--- config.mk ---
export PLATFORM = sky130hd
export DESIGN_NAME = pic_unit
export DESIGN_NICKNAME = d
export VERILOG_FILES = /design/src/rtl/pic_pkg.sv /design/src/rtl/pic_unit.sv
export SDC_FILE = /design/constraint.sdc
export NUM_CORES = 1
export LEC_CHECK = 0
export BUFFER_PORTS_ARGS = -buffer_cell sky130_fd_sc_hd__clkbuf_2
export CAP_MARGIN = 10
export CORE_AREA = 4 4 144 111
export CTS_BUF_LIST = sky130_fd_sc_hd__clkbuf_4
export DETAILED_ROUTE_END_ITERATION = 6
export DIE_AREA = 0 0 148 115
export PLACE_DENSITY = 0.81
export SLEW_MARGIN = 20
export SYNTH_ARGS = -nofsm -noshare
export SYNTH_HDL_FRONTEND = slang
export SYNTH_SLANG_ARGS = --single-unit
export TNS_END_PERCENT = 30
--- constraint.sdc ---
create_clock -name clk -period 28.3 [get_ports clk]
set_input_delay 5.66 -clock clk [delete_from_list [all_inputs] [get_ports clk]]
set_output_delay 5.66 -clock clk [all_outputs]
set_load 0.05 [all_outputs]
--- src/rtl/pic_pkg.sv ---
package pic_pkg;

  // ----------------------------------------
  // Sizes
  // ----------------------------------------
  localparam int NUM_SRC   = 18;
  localparam int FIRST_VEC = 4;

  // ----------------------------------------
  // Vector numbers
  // ----------------------------------------
  localparam logic [4:0] VEC_RESET    = 5'h00;
  localparam logic [4:0] VEC_MISALIGN = 5'h01;
  localparam logic [4:0] VEC_NMI      = 5'h02;
  localparam logic [4:0] VEC_RESERVED = 5'h03;
  localparam logic [4:0] VEC_SVD      = 5'h04;
  localparam logic [4:0] VEC_IR       = 5'h15;

  // ----------------------------------------
  // Table base and addresses
  // ----------------------------------------
  localparam logic [23:0] TABLE_BASE_RESET = 24'h008000;
  localparam logic [23:0] DEBUG_ADDR       = 24'hfffc00;
  localparam logic [7:0]  BASE_LOW_ZERO    = 8'h00;
  localparam int          VEC_SHIFT        = 2;

  // ----------------------------------------
  // Levels and fixed priorities
  // ----------------------------------------
  localparam logic [2:0] LEVEL_RESET = 3'h0;
  localparam logic [2:0] LEVEL_NONE  = 3'h0;
  localparam logic [2:0] PRIO_RESET    = 3'h1;
  localparam logic [2:0] PRIO_MISALIGN = 3'h2;
  localparam logic [2:0] PRIO_DEBUG    = 3'h3;
  localparam logic [2:0] PRIO_NMI      = 3'h4;

  // ----------------------------------------
  // Carriers
  // ----------------------------------------
  typedef struct packed {
    logic        req;
    logic [2:0]  level;
    logic [4:0]  vector;
  } pic_req_type;

  typedef struct packed {
    logic        valid;
    logic [2:0]  prio;
    logic        debug;
    logic [4:0]  vector;
    logic [23:0] addr;
  } pic_nmi_type;

endpackage : pic_pkg

--- src/rtl/pic_unit.sv ---
`timescale 1ns/100ps
// Overview of operation
// - Peripheral requests are arbitrated and a request, level and vector go to the CPU.
// - Every maskable source has its own 3-bit level of eight values.
// - Among simultaneous requests the highest level wins.
// - Equal levels are broken in favour of the smaller vector number.
// - Handler address is table base plus four times the vector, base resets to 0x8000.
// - Vector 0 serves every reset cause at table offset 0x00.
// - Non-maskable events rank reset, misaligned, debug at 0xfffc00, watchdog NMI; 3 is reserved.
// - Vectors 4 to 8 are supply detector, port group 0, power, clock and real-time clock.
// - Vectors 9 to 16 are timer 0, serial 0, timer 1, sync serial 0, two-wire 0, PWM 0 to 2.
// - Vectors 17 to 21 are serial 1, timer 2, sync serial 1, sound and infrared remote.
// - Levels reset to zero and a level-zero request is never presented.
// - A newer higher-priority request replaces the presented one, which stays pending.
// - A request whose line drops before acceptance is discarded.
// - The low eight bits of the table base are always zero.
module pic_unit (
  input  wire logic                           clk,
  input  wire logic                           resetn,
  input  wire logic [pic_pkg::NUM_SRC-1:0]    src_req,
  input  wire logic [pic_pkg::NUM_SRC*3-1:0]  src_level,
  input  wire logic                           level_we,
  input  wire logic [23:0]                    base_wdata,
  input  wire logic                           base_we,
  input  wire logic                           reset_event,
  input  wire logic                           misalign_event,
  input  wire logic                           debug_event,
  input  wire logic                           wdt_nmi_event,
  input  wire logic                           cpu_ack,
  output pic_pkg::pic_req_type                cpu_irq,
  output logic [23:0]                         cpu_vec_addr,
  output pic_pkg::pic_nmi_type                cpu_nmi,
  output logic [23:0]                         vector_table_base
);

  // ----------------------------------------
  // Level storage
  // ----------------------------------------
  logic [2:0] level [pic_pkg::NUM_SRC];

  always_ff @(posedge clk) begin
    if (!resetn) begin
      for (int i = 0; i < pic_pkg::NUM_SRC; i++) begin
        level[i] <= pic_pkg::LEVEL_RESET;
      end
    end else if (level_we) begin
      for (int i = 0; i < pic_pkg::NUM_SRC; i++) begin
        level[i] <= src_level[i*3 +: 3];
      end
    end
  end

  // ----------------------------------------
  // Table base
  // ----------------------------------------
  always_ff @(posedge clk) begin
    if (!resetn) begin
      vector_table_base <= pic_pkg::TABLE_BASE_RESET;
    end else if (base_we) begin
      vector_table_base <= {base_wdata[23:8], pic_pkg::BASE_LOW_ZERO};
    end
  end

  function automatic logic [23:0] pic_vec_addr(input logic [23:0] base, input logic [4:0] vec);
    pic_vec_addr = base + (24'(vec) << pic_pkg::VEC_SHIFT);
  endfunction : pic_vec_addr

  // ----------------------------------------
  // Maskable arbitration
  // ----------------------------------------
  // Source i carries vector FIRST_VEC+i, in order supply detector .. infrared remote
  logic       win_valid;
  logic [2:0] win_level;
  logic [4:0] win_vec;

  always_comb begin
    win_valid = 1'b0;
    win_level = pic_pkg::LEVEL_NONE;
    win_vec   = pic_pkg::VEC_SVD;
    for (int i = 0; i < pic_pkg::NUM_SRC; i++) begin
      // Strict greater keeps the smaller vector on equal levels
      if (src_req[i] && level[i] != pic_pkg::LEVEL_NONE &&
          (!win_valid || level[i] > win_level)) begin
        win_valid = 1'b1;
        win_level = level[i];
        win_vec   = 5'(pic_pkg::FIRST_VEC + i);
      end
    end
  end

  // ----------------------------------------
  // Presented request
  // ----------------------------------------
  // Two idle cycles after acknowledge so the source can drop its line
  logic ack_hold;

  always_ff @(posedge clk) begin
    if (!resetn) begin
      ack_hold <= 1'b0;
    end else begin
      ack_hold <= cpu_ack && cpu_irq.req;
    end
  end

  always_ff @(posedge clk) begin
    if (!resetn) begin
      cpu_irq      <= '0;
      cpu_vec_addr <= pic_pkg::TABLE_BASE_RESET;
    end else begin
      cpu_irq.req    <= win_valid && !ack_hold && !(cpu_ack && cpu_irq.req);
      cpu_irq.level  <= win_level;
      cpu_irq.vector <= win_vec;
      cpu_vec_addr   <= pic_vec_addr(vector_table_base, win_vec);
    end
  end

  // ----------------------------------------
  // Non-maskable events
  // ----------------------------------------
  always_ff @(posedge clk) begin
    if (!resetn) begin
      cpu_nmi.debug  <= 1'b0;
      cpu_nmi.valid  <= 1'b1;
      cpu_nmi.prio   <= pic_pkg::PRIO_RESET;
      cpu_nmi.vector <= pic_pkg::VEC_RESET;
      cpu_nmi.addr   <= pic_pkg::TABLE_BASE_RESET;
    end else begin
      cpu_nmi.valid <= reset_event || misalign_event || debug_event || wdt_nmi_event;
      cpu_nmi.debug <= 1'b0;
      if (reset_event) begin
        cpu_nmi.prio   <= pic_pkg::PRIO_RESET;
        cpu_nmi.vector <= pic_pkg::VEC_RESET;
        cpu_nmi.addr   <= pic_vec_addr(vector_table_base, pic_pkg::VEC_RESET);
      end else if (misalign_event) begin
        cpu_nmi.prio   <= pic_pkg::PRIO_MISALIGN;
        cpu_nmi.vector <= pic_pkg::VEC_MISALIGN;
        cpu_nmi.addr   <= pic_vec_addr(vector_table_base, pic_pkg::VEC_MISALIGN);
      end else if (debug_event) begin
        cpu_nmi.prio   <= pic_pkg::PRIO_DEBUG;
        cpu_nmi.debug  <= 1'b1;
        cpu_nmi.vector <= pic_pkg::VEC_RESERVED;
        cpu_nmi.addr   <= pic_pkg::DEBUG_ADDR;
      end else begin
        cpu_nmi.prio   <= pic_pkg::PRIO_NMI;
        cpu_nmi.vector <= pic_pkg::VEC_NMI;
        cpu_nmi.addr   <= pic_vec_addr(vector_table_base, pic_pkg::VEC_NMI);
      end
    end
  end

  // ----------------------------------------
  // Checks
  // ----------------------------------------
  a_level_nonzero: assert property (@(posedge clk) disable iff (!resetn)
    cpu_irq.req |-> cpu_irq.level != pic_pkg::LEVEL_NONE)
    else $error("Level zero request presented");

  a_request_follows: assert property (@(posedge clk) disable iff (!resetn)
    cpu_irq.req && !cpu_ack && win_valid |=> cpu_irq.req)
    else $error("Presented request withdrawn without acknowledge");

  a_highest_level: assert property (@(posedge clk) disable iff (!resetn)
    win_valid |=> cpu_irq.level == $past(win_level))
    else $error("Presented level is not the winner");

  a_vector_range: assert property (@(posedge clk) disable iff (!resetn)
    cpu_irq.req |-> cpu_irq.vector >= pic_pkg::VEC_SVD && cpu_irq.vector <= pic_pkg::VEC_IR)
    else $error("Maskable vector out of range");

  a_ack_drops: assert property (@(posedge clk) disable iff (!resetn)
    cpu_ack && cpu_irq.req |=> !cpu_irq.req ##1 !cpu_irq.req)
    else $error("Request not withdrawn after acknowledge");

  a_source_drop: assert property (@(posedge clk) disable iff (!resetn)
    src_req == '0 |=> !cpu_irq.req)
    else $error("Request held after sources dropped");

  a_addr_match: assert property (@(posedge clk) disable iff (!resetn)
    cpu_irq.req |-> cpu_vec_addr == $past(vector_table_base) + {cpu_irq.vector, 2'h0})
    else $error("Vector address mismatch");

  a_base_aligned: assert property (@(posedge clk) disable iff (!resetn)
    vector_table_base[7:0] == pic_pkg::BASE_LOW_ZERO)
    else $error("Table base not aligned");

  a_reset_first: assert property (@(posedge clk) disable iff (!resetn)
    reset_event |=> cpu_nmi.valid && cpu_nmi.prio == pic_pkg::PRIO_RESET)
    else $error("Reset not top non-maskable");

  a_idle_after_reset: assert property (@(posedge clk) disable iff (!resetn)
    !$past(resetn) |-> !cpu_irq.req)
    else $error("Request presented right after reset");

  a_base_reset: assert property (@(posedge clk) disable iff (!resetn)
    !$past(resetn) |-> vector_table_base == pic_pkg::TABLE_BASE_RESET)
    else $error("Table base wrong after reset");

  a_winner_nonzero: assert property (@(posedge clk) disable iff (!resetn)
    win_valid |-> win_level != pic_pkg::LEVEL_NONE)
    else $error("Level zero source won arbitration");

  a_newer_wins: assert property (@(posedge clk) disable iff (!resetn)
    win_valid && win_level > cpu_irq.level |=> cpu_irq.level > $past(cpu_irq.level))
    else $error("Higher request did not replace presented one");

  a_debug_fixed: assert property (@(posedge clk) disable iff (!resetn)
    cpu_nmi.debug |-> cpu_nmi.addr == pic_pkg::DEBUG_ADDR && cpu_nmi.prio == pic_pkg::PRIO_DEBUG)
    else $error("Debug entry not at fixed address");

  a_nmi_rank: assert property (@(posedge clk) disable iff (!resetn)
    misalign_event && !reset_event |=> cpu_nmi.prio == pic_pkg::PRIO_MISALIGN)
    else $error("Misaligned event not ranked second");

  a_nmi_addr: assert property (@(posedge clk) disable iff (!resetn)
    cpu_nmi.valid && !cpu_nmi.debug |->
      cpu_nmi.addr == $past(vector_table_base) + {cpu_nmi.vector, 2'h0})
    else $error("Non-maskable vector address mismatch");

  a_nmi_quiet: assert property (@(posedge clk) disable iff (!resetn)
    !(reset_event || misalign_event || debug_event || wdt_nmi_event) |=> !cpu_nmi.valid)
    else $error("Non-maskable entry without event");

endmodule : pic_unit

==> Flow_metrics.wiki <==
{| class="wikitable"
! Metric !! Value
|-
| Remaining global-route overflow || 0
|-
| Max-cap violations || 0
|-
| Worst min path class || flop to flop
|-
| Fraction of layout instances using a drive strength above 1 || 46.5%
|-
| Final estimated routing congestion in global placement || 0.885
|-
| IO Pins || 196
|-
| Number of levels in the clock H-tree || 4
|-
| Library cells used by synthesis || 71
|-
| Cell Pwr Density || 92.9 mW/mm^2
|-
| Total of hold buffers inserted after clock tree synthesis || 0
|-
| Final setup fails || 8
|-
| Total clock buffers created by CTS || 17
|-
| Fin crit share || 102%
|-
| Run status || finished, violations left
|-
| Crit path kind || input pin to flop
|-
| Longest individual stage delay on the worst path || 0.43 ns
|-
| Crit start category || input pin
|-
| Worst slew margin relative to its limit || 37.1%
|-
| Row cnt || 38
|-
| Cell area after technology mapping || 0.00701 mm^2
|-
| Starting Density || 48.5%
|-
| Violated checks || negative setup slack
|-
| Nets@finish || 1159
|-
| RSZ-0062 raised after global routing || true
|-
| Router iterations before antenna repair || 5
|-
| Vias after detailed routing || 6878
|-
| Data arrival time of the critical path || 29.24 ns
|-
| Least-Margin Pin Slew || 0.943 ns
|-
| CP Buf/Inv Count || 17
|-
| Number of synthesis warnings || 0
|-
| Ant diodes || 0
|-
| PnR worst setup slack || -0.501 ns
|-
| Horiz. Die Dim || 148 um
|-
| Most common cell after layout, fill and taps aside || clkbuf_2
|-
| Residual DRC count || 0
|-
| Clock tree from TritonCTS || built
|-
| Number of sinks handled by clock tree synthesis || 120
|-
| Syn Area/Cell || 9.60 um^2
|-
| Post-detailed-routing wire length || 22300 um
|-
| Sum of net half-perimeters after detailed placement || 14200 um
|-
| Number of buffers between clock root and the deepest sink || 2
|-
| Cell type group with the largest total delay on the critical path || compound AO/OA/AOI/OAI gates
|-
| Buffers on Ports || 167
|-
| Share of synthesized registers carrying an async set or reset || 0%
|-
| Worst clock skew || 0.0152 ns
|-
| Clock insertion delay at the later pin of the skew report || 0.54 ns
|-
| Highest Clock Rate || 34.7 MHz
|-
| CP Max Fanout || 4
|-
| Number of vias per cell after detailed routing || 5.61
|-
| Initial antenna violation count || 0
|-
| Pin count of the biggest net entering global routing || 82
|-
| CP Capture Type || flop
|-
| Count of state elements after synthesis || 120
|-
| Number of enable-type register cells in the synthesized netlist || 54
|-
| Share of the yosys chip area belonging to registers || 42.0%
|-
| Layout Utilization || 68.7%
|-
| Relative area change from synthesis to final layout || 41.6%
|-
| Static power due to leakage || 4.70 nW
|-
| Post-route ant nets || 0
|-
| Global-route wire length before repair || 31000 um
|-
| Die span in y || 115 um
|-
| Instance count of the mapped netlist || 731
|-
| Area of the core region || 0.0145 mm^2
|-
| Most used flip-flop cell after synthesis || dfxtp_1
|-
| Final-layout setup total negative slack || -3.37 ns
|-
| Clock-pin slew on the worst setup and hold paths || 0.13 ns
|-
| Worst slack, placed || -1.63 ns
|-
| Max rail drop VDD || 0.0000603 V
|-
| CP Data Required Time || 28.74 ns
|-
| Period minus WS final || 28.80 ns
|-
| Mean routed wirelength per cell || 18.2 um
|-
| Via count of the first global-routing pass || 6331
|-
| Most used cells in the layout excluding fill and tap cells || 166 x clkbuf_2, 116 x buf_4, 66 x dfxtp_1, 56 x and3_1, 54 x edfxtp_1
|-
| Design Power || 922 uW
|-
| Drt initial violations || 536
|-
| Max stage delay cell, worst path || a2111o_1
|-
| Total GRT Usage || 22.6%
|-
| Cell occurring most often along the worst timing path || a21oi_2
|-
| Pins over their slew limit || 0
|-
| Root Buffer Master || clkbuf_4
|-
| Number of hold violations in the final report || 0
|-
| Die ar. || 0.0170 mm^2
|}
## logic make-up (layout without fill, tap and decap cells)
family	Yosys count	count (layout)	synth area share, %
AOI/OAI and AO/OA	203	203	21.7
adders and majority gates	43	43	7.63
buffers and inverters	101	376	7.05
muxes	23	23	3.35
and+or+nand+nor	240	240	18.3
DFF	120	120	42.0
other	1	20	0.0535
## cells in the mapped netlist (15+ instances only)
| library cell | count | area share (%) |
|---|---|---|
| dfxtp_1 | 66 | 19 |
| and3_1 | 58 | 5.2 |
| edfxtp_1 | 54 | 23 |
| nor2_1 | 52 | 2.8 |
| inv_1 | 50 | 2.7 |
| ha_1 | 42 | 7.5 |
| nand2_1 | 41 | 2.2 |
| a21oi_1 | 40 | 2.9 |
| buf_4 | 26 | 2.8 |
| o21ai_0 | 25 | 1.8 |
| clkbuf_1 | 21 | 1.1 |
| and2_1 | 20 | 1.8 |
| nand3_1 | 20 | 1.4 |
| mux2i_1 | 19 | 2.7 |
| nand2b_1 | 18 | 1.6 |
| o31a_1 | 15 | 1.9 |
## cell type report
class / count / area (um^2)
Sequential cell: 120 / 2940
Clock inverter: 14 / 138
Multi-Input combinational cell: 529 / 4440
Timing Repair Buffer: 294 / 1840
Clock buffer: 18 / 135
Tap cell: 200 / 250
Fill cell: 1083 / 4520
Inverter: 50 / 193
## routing by layer
metal / wire length (um) / track usage [%] / vias up
met5: 0 / 0 / -
li1: - / - / 3230
met1: 8990 / 29.2 / 3256
met2: 11100 / 38.3 / 333
met4: 511 / 5.35 / 0
met3: 1680 / 5.95 / 59
## power by group
group | switching (mW) | internal (mW) | leakage, nW
registers | 0.0139 | 0.197 | 1.12
clock network | 0.0753 | 0.0470 | 0.152
logic | 0.307 | 0.282 | 3.43
total | 0.396 | 0.527 | 4.70
## through the flow
stage | hold slack, ns | std cells | instance area [um^2]
floorplan | 0.451 | 750 | 7100
global placement | 0.453 | 1155 | 8550
detailed placement | 0.467 | 1155 | 8550
CTS | 0.486 | 1200 | 9100
global route | 0.521 | 1225 | 9930
finish | 0.487 | 1225 | 9930
## final timing paths
check | from | slack (ns) | cells after the start | endpoint
min | cpu_irq[8] | 0.49 | 2 | ack_hold
max reg2reg | level[0][1] | 4.22 | 137 | cpu_irq[3]
min reg2reg | cpu_irq[8] | 0.49 | 2 | ack_hold
max | src_req[0] | -0.50 | 140 | cpu_irq[3]
## registers in the layout, indices dropped and copies added (netlist names)
signal             cells
ack_hold               1
cpu_irq                8
cpu_nmi               24
cpu_vec_addr          17
level                 54
vector_table_base     16
## worst register-to-register path: cells and delay by family (launching register included)
family                   cells  cell delay, ns
AO/OA/AOI/OAI               75           12.32
adder cells (fa/ha/maj)     18            4.78
buffers and inverters       15            1.53
flip-flops                   1            0.51
multiplexers                 3            0.75
AND/OR/NAND/NOR             26            4.06
## repair_timing
| item | 4_1_cts | 5_1_grt |
|---|---|---|
| resized for setup | 47 | 135 |
| pin swaps | 33 | 93 |
| endpoints found under the hold margin | 0 | 0 |
| setup buffers | 13 | 25 |
| endpoints found under the setup margin | 8 | 8 |
No activity file was read; power rests on OpenSTA's default activity.
